File: config.mk
export PLATFORM = sky130hd
export DESIGN_NAME = nvm_page_access
export DESIGN_NICKNAME = d
export VERILOG_FILES = /design/src/hw/nvm_access_pkg.sv /design/src/hw/nvm_array.sv /design/src/hw/nvm_page_access.sv
export VERILOG_INCLUDE_DIRS = /design/src /design/src/hw
export SDC_FILE = /design/constraint.sdc
export NUM_CORES = 1
export LEC_CHECK = 0
export BUFFER_PORTS_ARGS = -buffer_cell sky130_fd_sc_hd__buf_2
export CORE_MARGIN = 4
export CORE_UTILIZATION = 50
export CTS_BUF_LIST = sky130_fd_sc_hd__clkbuf_4 sky130_fd_sc_hd__clkbuf_8
export CTS_CLUSTER_DIAMETER = 200
export DETAILED_ROUTE_END_ITERATION = 8
export MAX_ROUTING_LAYER = met4
export PLACE_DENSITY = 0.68
export SLEW_MARGIN = 20
export SYNTH_ARGS = -nofsm -noshare
export SYNTH_HDL_FRONTEND = slang
export SYNTH_HIERARCHICAL = 1
export SYNTH_SLANG_ARGS = --single-unit
File: constraint.sdc
create_clock -name clk_sys -period 3.8 [get_ports clk_sys]
set_input_delay 1.14 -clock clk_sys [delete_from_list [all_inputs] [get_ports clk_sys]]
set_output_delay 1.14 -clock clk_sys [all_outputs]
set_load 0.01 [all_outputs]
File: src/hw/nvm_access_defines.svh
// Constants for the data EEPROM access controller.
// Assumes inclusion by bare name from the package and design modules.
`ifndef NVM_ACCESS_DEFINES_SVH
`define NVM_ACCESS_DEFINES_SVH

// Register indices and byte addresses (address = 4 * index).
`define NVM_CONTROL_IDX 8'h1c
`define NVM_DATA_IDX 8'h1d
`define NVM_ADDRESS_IDX 8'h1e
`define NVM_IRQ_STATUS_IDX 8'h20
`define NVM_IRQ_ENABLE_IDX 8'h21
`define NVM_IRQ_CLEAR_IDX 8'h22
`define NVM_CONTROL_ADDR 12'h070
`define NVM_DATA_ADDR 12'h074
`define NVM_ADDRESS_ADDR 12'h078
`define NVM_IRQ_STATUS_ADDR 12'h080
`define NVM_IRQ_ENABLE_ADDR 12'h084
`define NVM_IRQ_CLEAR_ADDR 12'h088

// Control register fields.
`define CTRL_READ_BIT 0
`define CTRL_LOAD_BIT 1
`define CTRL_UNLOCK_BIT 2
`define CTRL_BUSY_BIT 3

// Address register fields.
`define ADDR_ROW_MSB 6
`define ADDR_ROW_LSB 3
`define ADDR_BYTE_MSB 2

// Interrupt status bits.
`define IRQ_READ_DONE 0
`define IRQ_PROG_DONE 1
`define IRQ_DISCARD 2

// Reset values.
`define NVM_REG_RESET 8'h00
`define IRQ_REG_RESET 3'h0

// Timing.
`define CLK_SYS_HZ 25000000
`define PROG_TIME_US 4000
`define PROG_CYCLES ((`PROG_TIME_US * (`CLK_SYS_HZ / 1000000)))
`define BUSY_DELAY_CYCLES 4
`define PAGE_BYTES 8

`endif

File: src/hw/nvm_access_pkg.sv
// Types for the data EEPROM access controller.
// Assumes nvm_access_defines.svh is on the include path.
`include "nvm_access_defines.svh"
package nvm_access_pkg;
   typedef enum logic [1:0] {
      PROG_IDLE = 2'b00,
      PROG_START = 2'b01,
      PROG_BUSY = 2'b10
   } prog_state_t;
endpackage : nvm_access_pkg

File: src/hw/nvm_array.sv
// Storage array of 128 bytes with a page program port.
// Assumes callers request one operation at a time on clk_sys.
`timescale 1ns/100ps
`include "nvm_access_defines.svh"
module nvm_array (
   // Clock and reset.
   input wire logic clk_sys,
   input wire logic rstn,
   // Read port.
   input wire logic [6:0] readAddr,
   output logic [7:0] readData,
   // Page program port.
   input wire logic progStrobe,
   input wire logic [3:0] progRow,
   input wire logic [7:0] progMask,
   input wire logic [63:0] progBytes
);
   // Each byte slot of a page owns one bank, so no two processes share it.
   logic [7:0] slotData [0:`PAGE_BYTES-1];

   assign readData = slotData[readAddr[2:0]];

   // Array contents survive reset; only loaded bytes are programmed.
   genvar i;
   generate
      for (i = 0; i < `PAGE_BYTES; i++) begin : gProg
         logic [7:0] bank [0:15];
         assign slotData[i] = bank[readAddr[6:3]];
         always_ff @(posedge clk_sys) begin
            if (rstn && progStrobe && progMask[i]) begin
               bank[progRow] <= progBytes[i*8 +: 8];
            end
         end
      end
   endgenerate
endmodule : nvm_array

File: src/hw/nvm_page_access.sv
// Data EEPROM access controller: APB registers, page buffer, programming.
// Assumes an APB master on clk_sys (25 MHz) and asynchronous low resetn.
//
// Behaviour
// Software writes zeros to control bits 7:4.
// Busy bit reads zero, high while programming.
// Software unlocks before writing, relocks after.
// Page field frozen while load bit set.
// Data writes during load fill page buffer.
// Eight bytes per page, each loaded once.
// Clearing load starts programming, busy about 4ms.
// Software waits for busy low before next access.
// Unlock stays set through load and its clear.
// Page write follows unlock, address, load, data order.
// Avoid programming while transmitter enabled.
// Read bit fetches byte, then clears itself.
// Data register holds write byte or last read.
// Address splits into row and byte fields.
// Load cleared while locked discards buffer.
// Registers and buffer reset to zero.
//
// The APB interface to the registers was left to the implementer.
`timescale 1ns/100ps
`include "nvm_access_defines.svh"
module nvm_page_access
   import nvm_access_pkg::*;
#(
   parameter int PROG_CYCLES = `PROG_CYCLES
) (
   // Clock and reset.
   input wire logic clk_sys,
   input wire logic resetn,
   // APB slave.
   input wire logic psel,
   input wire logic penable,
   input wire logic pwrite,
   input wire logic [11:0] paddr,
   input wire logic [31:0] pwdata,
   output logic [31:0] prdata,
   output logic pready,
   output logic pslverr,
   // Interrupt.
   output logic irq
);
   // ****************************************
   // Reset synchroniser
   // ****************************************
   logic rstMeta;
   logic rstn;
   always_ff @(posedge clk_sys or negedge resetn) begin
      if (!resetn) begin
         rstMeta <= 1'b0;
         rstn <= 1'b0;
      end else begin
         rstMeta <= 1'b1;
         rstn <= rstMeta;
      end
   end

   // ****************************************
   // Bus decode
   // ****************************************
   logic setupPhase;
   logic wrEn;
   logic rdEn;
   logic mapped;
   assign setupPhase = psel && !penable;
   assign wrEn = setupPhase && pwrite;
   assign rdEn = setupPhase && !pwrite;
   always_comb begin
      unique case (paddr)
         `NVM_CONTROL_ADDR, `NVM_DATA_ADDR, `NVM_ADDRESS_ADDR,
         `NVM_IRQ_STATUS_ADDR, `NVM_IRQ_ENABLE_ADDR,
         `NVM_IRQ_CLEAR_ADDR: mapped = 1'b1;
         default: mapped = 1'b0;
      endcase
   end
   logic wrCtrl;
   logic wrData;
   logic wrAddr;
   logic wrIrqEn;
   logic wrIrqClr;
   assign wrCtrl = wrEn && paddr == `NVM_CONTROL_ADDR;
   assign wrData = wrEn && paddr == `NVM_DATA_ADDR;
   assign wrAddr = wrEn && paddr == `NVM_ADDRESS_ADDR;
   assign wrIrqEn = wrEn && paddr == `NVM_IRQ_ENABLE_ADDR;
   assign wrIrqClr = wrEn && paddr == `NVM_IRQ_CLEAR_ADDR;

   // ****************************************
   // Registers
   // ****************************************
   logic unlock_reg;
   logic load_reg;
   logic readReq_reg;
   logic [7:0] nvm_data_reg;
   logic [6:0] nvm_address_reg;
   prog_state_t state_reg;
   logic busy;
   logic [7:0] arrayData;
   logic loadFall;
   assign busy = state_reg == PROG_BUSY;
   assign loadFall = wrCtrl && load_reg && !pwdata[`CTRL_LOAD_BIT];

   always_ff @(posedge clk_sys or negedge rstn) begin
      if (!rstn) begin
         unlock_reg <= 1'b0;
         load_reg <= 1'b0;
      end else if (wrCtrl) begin
         unlock_reg <= pwdata[`CTRL_UNLOCK_BIT];
         load_reg <= pwdata[`CTRL_LOAD_BIT];
      end
   end

   // A read is served one cycle after the request, then clears itself.
   logic readDone;
   assign readDone = readReq_reg && !wrCtrl;
   always_ff @(posedge clk_sys or negedge rstn) begin
      if (!rstn) begin
         readReq_reg <= 1'b0;
      end else if (wrCtrl) begin
         readReq_reg <= pwdata[`CTRL_READ_BIT];
      end else if (readReq_reg) begin
         readReq_reg <= 1'b0;
      end
   end

   always_ff @(posedge clk_sys or negedge rstn) begin
      if (!rstn) begin
         nvm_data_reg <= `NVM_REG_RESET;
      end else if (readDone) begin
         nvm_data_reg <= arrayData;  // see R12
      end else if (wrData) begin
         nvm_data_reg <= pwdata[7:0];
      end
   end

   always_ff @(posedge clk_sys or negedge rstn) begin
      if (!rstn) begin
         nvm_address_reg <= 7'h00;
      end else if (wrAddr) begin
         nvm_address_reg[`ADDR_BYTE_MSB:0] <= pwdata[`ADDR_BYTE_MSB:0];
         if (!load_reg) begin
            nvm_address_reg[`ADDR_ROW_MSB:`ADDR_ROW_LSB] <=
               pwdata[`ADDR_ROW_MSB:`ADDR_ROW_LSB];
         end
      end
   end

   // ****************************************
   // Page buffer
   // ****************************************
   logic [63:0] pageBytes;
   logic [7:0] pageMask;
   logic progStrobe;
   logic discard;
   assign discard = loadFall && !unlock_reg;
   genvar i;
   generate
      for (i = 0; i < `PAGE_BYTES; i++) begin : gSlot
         always_ff @(posedge clk_sys or negedge rstn) begin
            if (!rstn) begin
               pageMask[i] <= 1'b0;
               pageBytes[i*8 +: 8] <= 8'h00;
            end else if (discard || progStrobe) begin
               pageMask[i] <= 1'b0;
            end else if (wrData && load_reg &&
                         nvm_address_reg[2:0] == 3'(i)) begin
               pageMask[i] <= 1'b1;  // see R5
               pageBytes[i*8 +: 8] <= pwdata[7:0];
            end
         end
      end
   endgenerate

   // ****************************************
   // Programming sequencer
   // ****************************************
   logic [17:0] count_reg;
   always_ff @(posedge clk_sys or negedge rstn) begin
      if (!rstn) begin
         state_reg <= PROG_IDLE;
         count_reg <= 18'h00000;
      end else begin
         unique case (state_reg)
            PROG_IDLE: begin
               if (loadFall && unlock_reg) begin
                  state_reg <= PROG_START;
                  count_reg <= 18'(`BUSY_DELAY_CYCLES - 1);
               end
            end
            PROG_START: begin
               if (count_reg == 18'h00000) begin
                  state_reg <= PROG_BUSY;
                  count_reg <= 18'(PROG_CYCLES - 1);
               end else begin
                  count_reg <= count_reg - 18'h00001;
               end
            end
            PROG_BUSY: begin
               if (count_reg == 18'h00000) begin
                  state_reg <= PROG_IDLE;
               end else begin
                  count_reg <= count_reg - 18'h00001;
               end
            end
            default: state_reg <= PROG_IDLE;
         endcase
      end
   end
   assign progStrobe = state_reg == PROG_BUSY && count_reg == 18'h00000;

   nvm_array uArray (
      .clk_sys(clk_sys),
      .rstn(rstn),
      .readAddr(nvm_address_reg),
      .readData(arrayData),
      .progStrobe(progStrobe),
      .progRow(nvm_address_reg[`ADDR_ROW_MSB:`ADDR_ROW_LSB]),
      .progMask(pageMask),
      .progBytes(pageBytes)
   );

   // ****************************************
   // Interrupts
   // ****************************************
   logic [2:0] irqStatus_reg;
   logic [2:0] irqEnable_reg;
   logic [2:0] events;
   assign events = {discard, progStrobe, readDone};
   always_ff @(posedge clk_sys or negedge rstn) begin
      if (!rstn) begin
         irqStatus_reg <= `IRQ_REG_RESET;
         irqEnable_reg <= `IRQ_REG_RESET;
         irq <= 1'b0;
      end else begin
         // A new event wins over a clear in the same cycle.
         irqStatus_reg <= (irqStatus_reg & ~(wrIrqClr ? pwdata[2:0] : 3'h0))
                          | events;
         if (wrIrqEn) begin
            irqEnable_reg <= pwdata[2:0];
         end
         irq <= |(irqStatus_reg & irqEnable_reg);
      end
   end

   // ****************************************
   // Read data and answer
   // ****************************************
   always_ff @(posedge clk_sys or negedge rstn) begin
      if (!rstn) begin
         prdata <= 32'h00000000;
         pready <= 1'b0;
         pslverr <= 1'b0;
      end else begin
         pready <= setupPhase;
         pslverr <= setupPhase && !mapped;
         if (rdEn) begin
            unique case (paddr)
               `NVM_CONTROL_ADDR:
                  prdata <= {28'h0000000, busy, unlock_reg, load_reg,
                             readReq_reg};
               `NVM_DATA_ADDR: prdata <= {24'h000000, nvm_data_reg};
               `NVM_ADDRESS_ADDR: prdata <= {25'h0000000, nvm_address_reg};
               `NVM_IRQ_STATUS_ADDR: prdata <= {29'h00000000, irqStatus_reg};
               `NVM_IRQ_ENABLE_ADDR: prdata <= {29'h00000000, irqEnable_reg};
               default: prdata <= 32'h00000000;
            endcase
         end
      end
   end
endmodule : nvm_page_access

==> Yosys cells after proc, flatten, opt, wreduce, memory -nomap -nowiden <==
Memories as Yosys holds them, arrays and structs flattened.
Cells that the tools add are included.
{ "word_totals": {"register_bits": 153, "ram_bits": 1024, "inputBits": 49, "elab_cells": 183, "n_memories": 8} }
{ "classes": {"add_sub_neg": 1, "n_lt_le_gt_ge": 1, "eq_ne": 19, "n_mux": 49, "bitwise_logic": 7, "reduce_logical": 66} }
{ "memory_table": {"columns": ["name", "words", "word_bits", "rd", "rd_clocked_by_memory_dff", "write_ports", "line", "text"], "rows": [
  ["uArray.gProg[0].bank", 16, 8, 1, 0, 1, "nvm_array.sv:27", "logic [7:0] bank [0:15];"],
  ["uArray.gProg[1].bank", 16, 8, 1, 0, 1, "nvm_array.sv:27", null],
  ["uArray.gProg[2].bank", 16, 8, 1, 0, 1, "nvm_array.sv:27", null],
  ["uArray.gProg[3].bank", 16, 8, 1, 0, 1, "nvm_array.sv:27", null],
  ["uArray.gProg[4].bank", 16, 8, 1, 0, 1, "nvm_array.sv:27", null],
  ["uArray.gProg[5].bank", 16, 8, 1, 0, 1, "nvm_array.sv:27", null],
  ["2 more memories", null, null, null, null, null, null, null]
]} }
{ "ops": {"columns": ["operator", "count"], "rows": [
  ["$mux 18", 3],
  ["$pmux 18 s3", 1],
  ["$pmux 8 s5", 1],
  ["$eq 12x7->1 const B", 3],
  ["$eq 12x8->1 const B", 3],
  ["$mux 1", 34],
  ["$logic_and 1x1->1", 33],
  ["$mux 8", 4],
  ["$bmux 8 s3", 1],
  ["$logic_not 18->1", 1],
  ["$reduce_and 2->1", 9],
  ["$reduce_bool 2->1", 9],
  ["$sub 18x1->18 const B", 1],
  ["$eq 3x3->1 const B", 4],
  ["$and 3x3->3", 2],
  ["$eq 3x2->1 const B", 2],
  ["$logic_not 1->1", 6],
  ["$mux 2", 3],
  ["$ne 2x2->1 const B", 3],
  ["$pmux 2 s3", 1],
  ["$reduce_and 3->1", 2],
  ["$reduce_or 6->1", 1],
  ["$ge 4x4->1 const B", 1],
  ["$not 3->4", 1],
  ["13 further kinds", 14]
]} }

==> Depth between registers and ports, before layout <==
Gate-level depths: netlist of the first run.
{ "logic_depth": {"word_depth": 10, "ltp_mapped": 11, "ltp_nobuf": 8} }

==> Hierarchy <==
Netlist of the first run, hierarchy kept.
{ "modules_own_cells": {"columns": ["mod", "instances", "cells_per_inst", "area_per_inst_um2", "seq_area_each_um2"], "rows": [
  ["nvm_array", 1, 1612, 39412.8, 30749.5],
  ["nvm_page_access", 1, 508, 6089.6, 3228.1]
]} }

==> Worst setup path after synthesis of the first run <==
Ideal clock, no wire load.
{ "synth_timing": {"path_type": "reg-to-reg", "from": "register rstn", "to": "memory uArray.gProg[5].bank[11][0] (enable)", "setup_ns": 0.370, "arrival_ns": 4.427, "t_required_ns": 3.430, "slack_ns": -0.998, "stages_incl_launch_ff": 6, "path_buffers": 2, "path_cell_list": "dfrtp_1 and2_1 clkbuf_1 nand2_1 clkbuf_1 nor2_1"} }
{ "synth_via": {"elab_chain_cells": 4} }
{ "synth_lines": {"columns": ["item", "line", "text"], "rows": [
  ["from (decl)", "nvm_page_access.sv:49", "logic rstn;"],
  ["from (signal assigned)", "nvm_page_access.sv:56", "rstn <= rstMeta;"],
  ["$logic_and 1x1->1 (2 in a row)", "nvm_array.sv:30", "if (rstn && progStrobe && progMask[i]) begin"],
  ["$mux 1", "nvm_array.sv:30", null],
  ["$mux 1 (not written as such)", "nvm_array.sv:31", "bank[progRow] <= progBytes[i*8 +: 8];"],
  ["to (decl)", "nvm_array.sv:27", null]
]} }
No other way between the ends.

==> Final worst setup path of the first run <==
{ "layout_timing": {"from": "register nvm_address_reg[3]", "to": "register nvm_data_reg[2]"} }
{ "layout_via": {"elab_chain_cells": 5, "elab_cells_between_ends": 12} }
{ "layout_lines": {"columns": ["item", "line", "text"], "rows": [
  ["from (decl)", "nvm_page_access.sv:96", "logic [6:0] nvm_address_reg;"],
  ["from (signal, indexed assignment)", "nvm_page_access.sv:141", "nvm_address_reg[`ADDR_BYTE_MSB:0] <= pwdata[`ADDR_BYTE_MSB:0];"],
  ["from (signal, indexed assignment)", "nvm_page_access.sv:143", "nvm_address_reg[`ADDR_ROW_MSB:`ADDR_ROW_LSB] <="],
  ["$mem_v2 16x8", null, null],
  ["$bmux 8 s3 (*)", "nvm_array.sv:21", "assign readData = slotData[readAddr[2:0]];"],
  ["$mux 8 (not written as such) (*) (2 in a row)", "nvm_array.sv:21", null],
  ["net arrayData[2]", "nvm_page_access.sv:99", "logic [7:0] arrayData;"],
  ["$mux 8 (*)", "nvm_page_access.sv:130", "end else if (readDone) begin"],
  ["to (signal assigned)", "nvm_page_access.sv:129", "nvm_data_reg <= `NVM_REG_RESET;"],
  ["to (signal assigned)", "nvm_page_access.sv:131", "nvm_data_reg <= arrayData;"],
  ["to (signal assigned)", "nvm_page_access.sv:133", "nvm_data_reg <= pwdata[7:0];"],
  ["to (decl)", "nvm_page_access.sv:95", "logic [7:0] nvm_data_reg;"]
]} }
The timed path passes the listed nets; every way through them passes the cells marked *. The select of a mux whose other input is x is not followed.
A chain may end at the register's enable or synchronous reset.

==> flow_summary.json, run 1 <==
{
  "tritoncts": "built",
  "synth_edf_count": 1024,
  "async_reset_ff_share_pct": 11.2,
  "post_synth.cell_area_avg_um2": 21.5,
  "path_clk_slew_ns": 0.06,
  "ios": 84,
  "yosys_register_bits": 1153,
  "combPwrFrac_pct": 0.5,
  "synth_area_leader_cell": "edfxtp_1",
  "finalHoldViolCount": 0,
  "cts_buffers": 177,
  "grt_antenna_before_repair": 4,
  "vias": 22600,
  "dp_slack_ns": 0.245,
  "crit_required_ns": 4.47,
  "largest_reg_flops": 1024,
  "std_cell_rows": 110,
  "maxSlewHeadroom_pct": 24.1,
  "setup_violations": 0,
  "drtIter0Drc": 2691,
  "syn-cell-area_um2": 45500,
  "tns_ns": 0,
  "mostFrequentLayoutCell": "edfxtp_1",
  "cts_buffer_depth": 3,
  "core_um2": 90100,
  "die_w_um": 310,
  "initial_core_util_pct": 50.5,
  "yosysSeqAreaShare_pct": 74.7,
  "p_int_uw": 18700,
  "grt-ovfl-total": 0,
  "hp-class": "input port to asynchronous set/reset pin",
  "layout.nets": 2501,
  "die_area_um2": 95900,
  "cts_setup_buffers": 0,
  "critPathMaxFanout": 15,
  "arrival_ns": 4.17,
  "power_uw": 23500,
  "setup_ws_ns": 0.306,
  "clkPwrFrac_pct": 41.6,
  "status": "finished clean",
  "clkSinkCount": 1153,
  "hold_buffers": 0,
  "port_buffers": 35,
  "synth.top_cells.by_area": "edfxtp_1 68%, mux4_2 17%, dfrtp_1 7.1%",
  "drv_cap": 0,
  "grt_max_degree": 66,
  "drive_gt1_share_pct": 37.7,
  "share_seq_of_total_power_pct": 57.9,
  "rsz0062_at_grt": "false",
  "fin_util_pct": 57.6,
  "cts_resized": 0,
  "drt_pre_antenna_iters": 5,
  "cp-start-kind": "flip-flop",
  "synth_top_area_share_pct": 67.6,
  "cp-end-kind": "flip-flop",
  "drt_wl_total_um": 103000,
  "ff2ff_path_depth": 8,
  "fin_crit_sh_pct": 91.9,
  "netlist_instances": 2120,
  "worst_pin_slew_ns": 1.13,
  "vdd_drop_max_mv": 0.420,
  "ant_nets": 0,
  "period_minus_slack_ns": 3.49,
  "area_delta_synth_final_pct": 14.1,
  "ys_warn_count": 6,
  "hpwl_um": 66900,
  "layout_common_cells": "1024 x edfxtp_1, 336 x mux4_2, 201 x buf_4",
  "p_leak_uw": 0.0148,
  "slew_violations": 0,
  "die_h_um": 310,
  "grt.total_usage_pct": 22.9,
  "cts.htree.levels": 4,
  "cellPowerDensity_nw_per_um2": 453,
  "whs_ns": 0.104,
  "path_class": "flip-flop to flip-flop",
  "synth_top_flop_cell": "edfxtp_1",
  "clock_skew_ns": 0.0470,
  "grt_pass1_wl_um": 154000,
  "gp_congestion": 0.874,
  "yosysUniqueCellTypes": 64,
  "drcViolationCount": 0,
  "viasPerCell": 6.00,
  "grt_pass1_vias": 23100,
  "cts.root.buffer_cell": "clkbuf_8",
  "wl_per_cell_um": 27.3,
  "fillers": 6451,
  "switchingPower_uw": 4800,
  "p_sw_share_pct": 20.4,
  "clk_latency_ns": 0.84,
  "max_freq_ghz": 0.286
}
cell usage after synthesis (6+ instances only):
cell,instances
or3_1,6
mux2_2,75
ha_1,6
nor2_1,162
mux2i_1,12
a21o_1,7
or4_1,6
a31oi_1,6
buf_4,36
buf_1,19
edfxtp_1,1024
mux4_2,336
inv_1,14
o21ai_0,8
dfrtp_1,129
o31ai_1,11
nor2b_1,6
nand2_1,41
buf_2,18
clkbuf_1,57
mux2_4,8
a22o_1,11
a21oi_1,23
nand3_1,11
nor3_1,17
cell families after synthesis:
group                      share of synthesized area [%]
AOI/OAI and AO/OA                                   1.63
adders and majority gates                          0.165
buffers and inverters                               1.61
DFF                                                 74.7
muxes                                               19.0
other                                             0.0165
and+or+nand+nor                                     2.90
critical path, cell delays in order (launching register included):
cell and delay [ns]:
dfrtp_4 0.71, buf_12 0.24, buf_4 0.20, mux4_2 0.55, mux4_2 0.57, mux4_2 0.55, mux2_2 0.33, nor2_1 0.11
a21oi_1 0.06
metal layers:
metal | up-vias | part of all wire, % | GRT usage, %
met1 | 12000 | 40 | 31.5
met3 | 153 | 8.4 | 4.61
li1 | 9448 | - | -
met4 | 0 | 2.5 | 6.76
met5 | - | 0 | -
met2 | 1054 | 49 | 35.2
area by class of cell:
| type | count | area, um^2 | area share (%) |
|---|---|---|---|
| sequential | 1153 | 34000 | 65.5 |
| antenna | 3 | 7.51 | 0.0145 |
| clock inverter | 91 | 465 | 0.896 |
| multi-input combinational | 843 | 10900 | 21.0 |
| tap | 1176 | 1470 | 2.83 |
| clock buffer | 236 | 2940 | 5.67 |
| timing repair buffer | 257 | 2100 | 4.05 |
| inverter | 14 | 52.6 | 0.101 |
stage by stage:
stage,instances,instance area [um^2]
finish,3773,51900
global route,3772,51900
CTS,3770,51900
detailed placement,3443,48500
global placement,3443,48500
floorplan,2143,45600
final timing paths:
check	endpoint	slack (ns)	start
worst max-delay path	nvm_data_reg[2]	0.31	nvm_address_reg[3]
worst min-delay path	rstn	0.10	resetn
worst max register to register	nvm_data_reg[2]	0.31	nvm_address_reg[3]
worst min register to register	rstn	0.35	rstMeta
max in group asynchronous	nvm_address_reg[4]	1.76	rstn
min in group clk_sys	rstn	0.35	rstMeta
power groups by stage:
stage	registers (uW)	logic, uW	clock network [uW]
6_report	13600	120	9780
5_1_grt	13600	130	10700
4_1_cts	13600	121	10000
3_5_place_dp	13900	121	0
3_3_place_gp	13900	117	0
2_1_floorplan	13900	57.1	0
Power figures use the tool's default switching activity.
==> run 2, diff against run 1 <==
--- a/config.mk
+++ b/config.mk
@@ -6,14 +6,16 @@
 export SDC_FILE = /design/constraint.sdc
 export NUM_CORES = 1
 export LEC_CHECK = 0
-export BUFFER_PORTS_ARGS = -buffer_cell sky130_fd_sc_hd__buf_2
+export BUFFER_PORTS_ARGS = -buffer_cell sky130_fd_sc_hd__buf_4
+export CELL_PAD_IN_SITES_DETAIL_PLACEMENT = 1
+export CELL_PAD_IN_SITES_GLOBAL_PLACEMENT = 1
 export CORE_MARGIN = 4
 export CORE_UTILIZATION = 50
 export CTS_BUF_LIST = sky130_fd_sc_hd__clkbuf_4 sky130_fd_sc_hd__clkbuf_8
-export CTS_CLUSTER_DIAMETER = 200
+export CTS_CLUSTER_DIAMETER = 40
 export DETAILED_ROUTE_END_ITERATION = 8
 export MAX_ROUTING_LAYER = met4
-export PLACE_DENSITY = 0.68
+export PLACE_DENSITY_LB_ADDON = 0.1
 export SLEW_MARGIN = 20
 export SYNTH_ARGS = -nofsm -noshare
 export SYNTH_HDL_FRONTEND = slang
==> flow_summary.json, run 2 (synthesis gave the netlist of run 1 again) <==
{
  "status": "finished clean",
  "regArea_um2": 34000,
  "clkSinkCount": 1153,
  "drt_pre_antenna_iters": 5,
  "layout_common_cells": "1024 x edfxtp_1, 336 x mux4_2, 242 x buf_4",
  "ant_nets": 0,
  "crit_cells": 8,
  "grt_pass1_wl_um": 167000,
  "largest_reg_flops": 1024,
  "cp-start-kind": "flip-flop",
  "viasPerCell": 5.99,
  "std_cell_rows": 110,
  "fillers": 7647,
  "wl_per_cell_um": 30.1,
  "grt-ovfl-total": 0,
  "worst_path_most_repeated_cell": "mux4_2",
  "critPathLaunch": "nvm_address_reg[3]",
  "finalHoldViolCount": 0,
  "cp_slowest_cell": "dfrtp_4",
  "ff2ff_path_depth": 8,
  "mostFrequentLayoutCell": "edfxtp_1",
  "maxSlewHeadroom_pct": 31.3,
  "arrival_ns": 4.16,
  "period_minus_slack_ns": 3.48,
  "grt_antenna_before_repair": 7,
  "drcViolationCount": 0,
  "fin_crit_sh_pct": 91.5,
  "clk_latency_ns": 0.87,
  "tritoncts": "built",
  "max_stage_delay_ns": 0.61,
  "drv_cap": 0,
  "hpwl_um": 75300,
  "path_class": "flip-flop to flip-flop",
  "die_h_um": 310,
  "slew_violations": 0,
  "cts.htree.levels": 4,
  "area_delta_synth_final_pct": 15.2,
  "clock_skew_ns": 0.0586,
  "cp_cell_sequence": "buf_12, buf_4, mux4_2, mux4_2, mux4_2, mux2_2, nor2_1, a21oi_1",
  "tns_ns": 0,
  "vias": 22800,
  "layout.nets": 2519,
  "die_w_um": 310,
  "grt_max_degree": 65,
  "cts.root.buffer_cell": "clkbuf_8",
  "core_um2": 90100,
  "hp-class": "flip-flop to asynchronous set/reset pin",
  "ios": 84,
  "crit_end": "nvm_data_reg[3]",
  "setup_violations": 0,
  "whs_ns": 0.255,
  "cts_buffers": 190,
  "initial_core_util_pct": 50.5,
  "path_clk_slew_ns": 0.06,
  "crit_family": "multiplexers",
  "max_freq_ghz": 0.288,
  "drt_wl_total_um": 114000,
  "crit_required_ns": 4.49,
  "cts_setup_buffers": 0,
  "grt.total_usage_pct": 25.3,
  "gp_congestion": 0.838,
  "port_buffers": 35,
  "vdd_drop_max_mv": 0.301,
  "multiInputGateArea_um2": 10900,
  "drtIter0Drc": 2167,
  "drive_gt1_share_pct": 38.8,
  "die_area_um2": 95900,
  "rsz0062_at_grt": "false",
  "regToRegEndpoint": "nvm_data_reg[3]",
  "p_leak_uw": 0.0151,
  "r2r_slack_ns": 0.32,
  "grt_pass1_vias": 24200,
  "worst_pin_slew_ns": 1.03,
  "cellPowerDensity_nw_per_um2": 469,
  "r2r_start": "nvm_address_reg[3]",
  "cp-end-kind": "flip-flop",
  "crit_buf_inv": 2,
  "critPathMaxFanout": 18,
  "cts_buffer_depth": 3
}
## run 2: where the power goes
| part | leakage (uW) | switching (uW) | internal (uW) |
|---|---|---|---|
| combinational | 0.00362 | 91.1 | 31.4 |
| sequential | 0.00943 | 8.92 | 13600 |
| clock | 0.00202 | 5010 | 5830 |
## run 2: worst register-to-register path, delay by kind of cell (launching register included)
kind,cells,cell delay (ns)
flops,1,0.61
compound gates,1,0.06
mux,4,2.01
buf+inv,2,0.53
simple gates,1,0.13
## run 2: metrics by stage
stage               worst slack (ns)  area [um^2]  power [uW]  util (%)  cells
finish                         0.324        52400       24600      58.2   3800
global route                   0.185        52400       25500      58.2   3800
CTS                            0.292        52400       24900      58.2   3799
detailed placement             0.304        48600       14000      53.9   3447
global placement               0.353        48600       14000      53.9   3447
floorplan                      0.323        45600       14000         -   2143
## run 2: worst min-delay path by stage
stage / startpoint / end / slack, ns
floorplan: rstMeta / rstn / 0.33
global placement: rstn / nvm_address_reg[0] / 0.29
detailed placement: rstn / nvm_address_reg[0] / 0.30
CTS: rstn / nvm_address_reg[5] / 0.27
global route: rstn / nvm_address_reg[5] / 0.30
finish: rstn / nvm_address_reg[5] / 0.25
## run 2: final cells by class
class / instances / share of cell area, %
multi-input combinational: 843 / 20.7
sequential: 1153 / 64.8
antenna: 1 / 0.00477
inverter: 14 / 0.100
timing repair buffer: 262 / 4.21
clock inverter: 81 / 1.12
clock buffer: 270 / 6.17
tap: 1176 / 2.81
## run 2: what timing repair did
item	in CTS	in global routing
hold endpoints to repair	2	0
hold buffers	1	0
resized for setup	0	0
## run 2: metal layers
layer,track usage [%],wire length (um)
met1,33.9,47100
met2,39.3,56500
met3,5.38,7670
met4,8.18,3010
met5,-,0
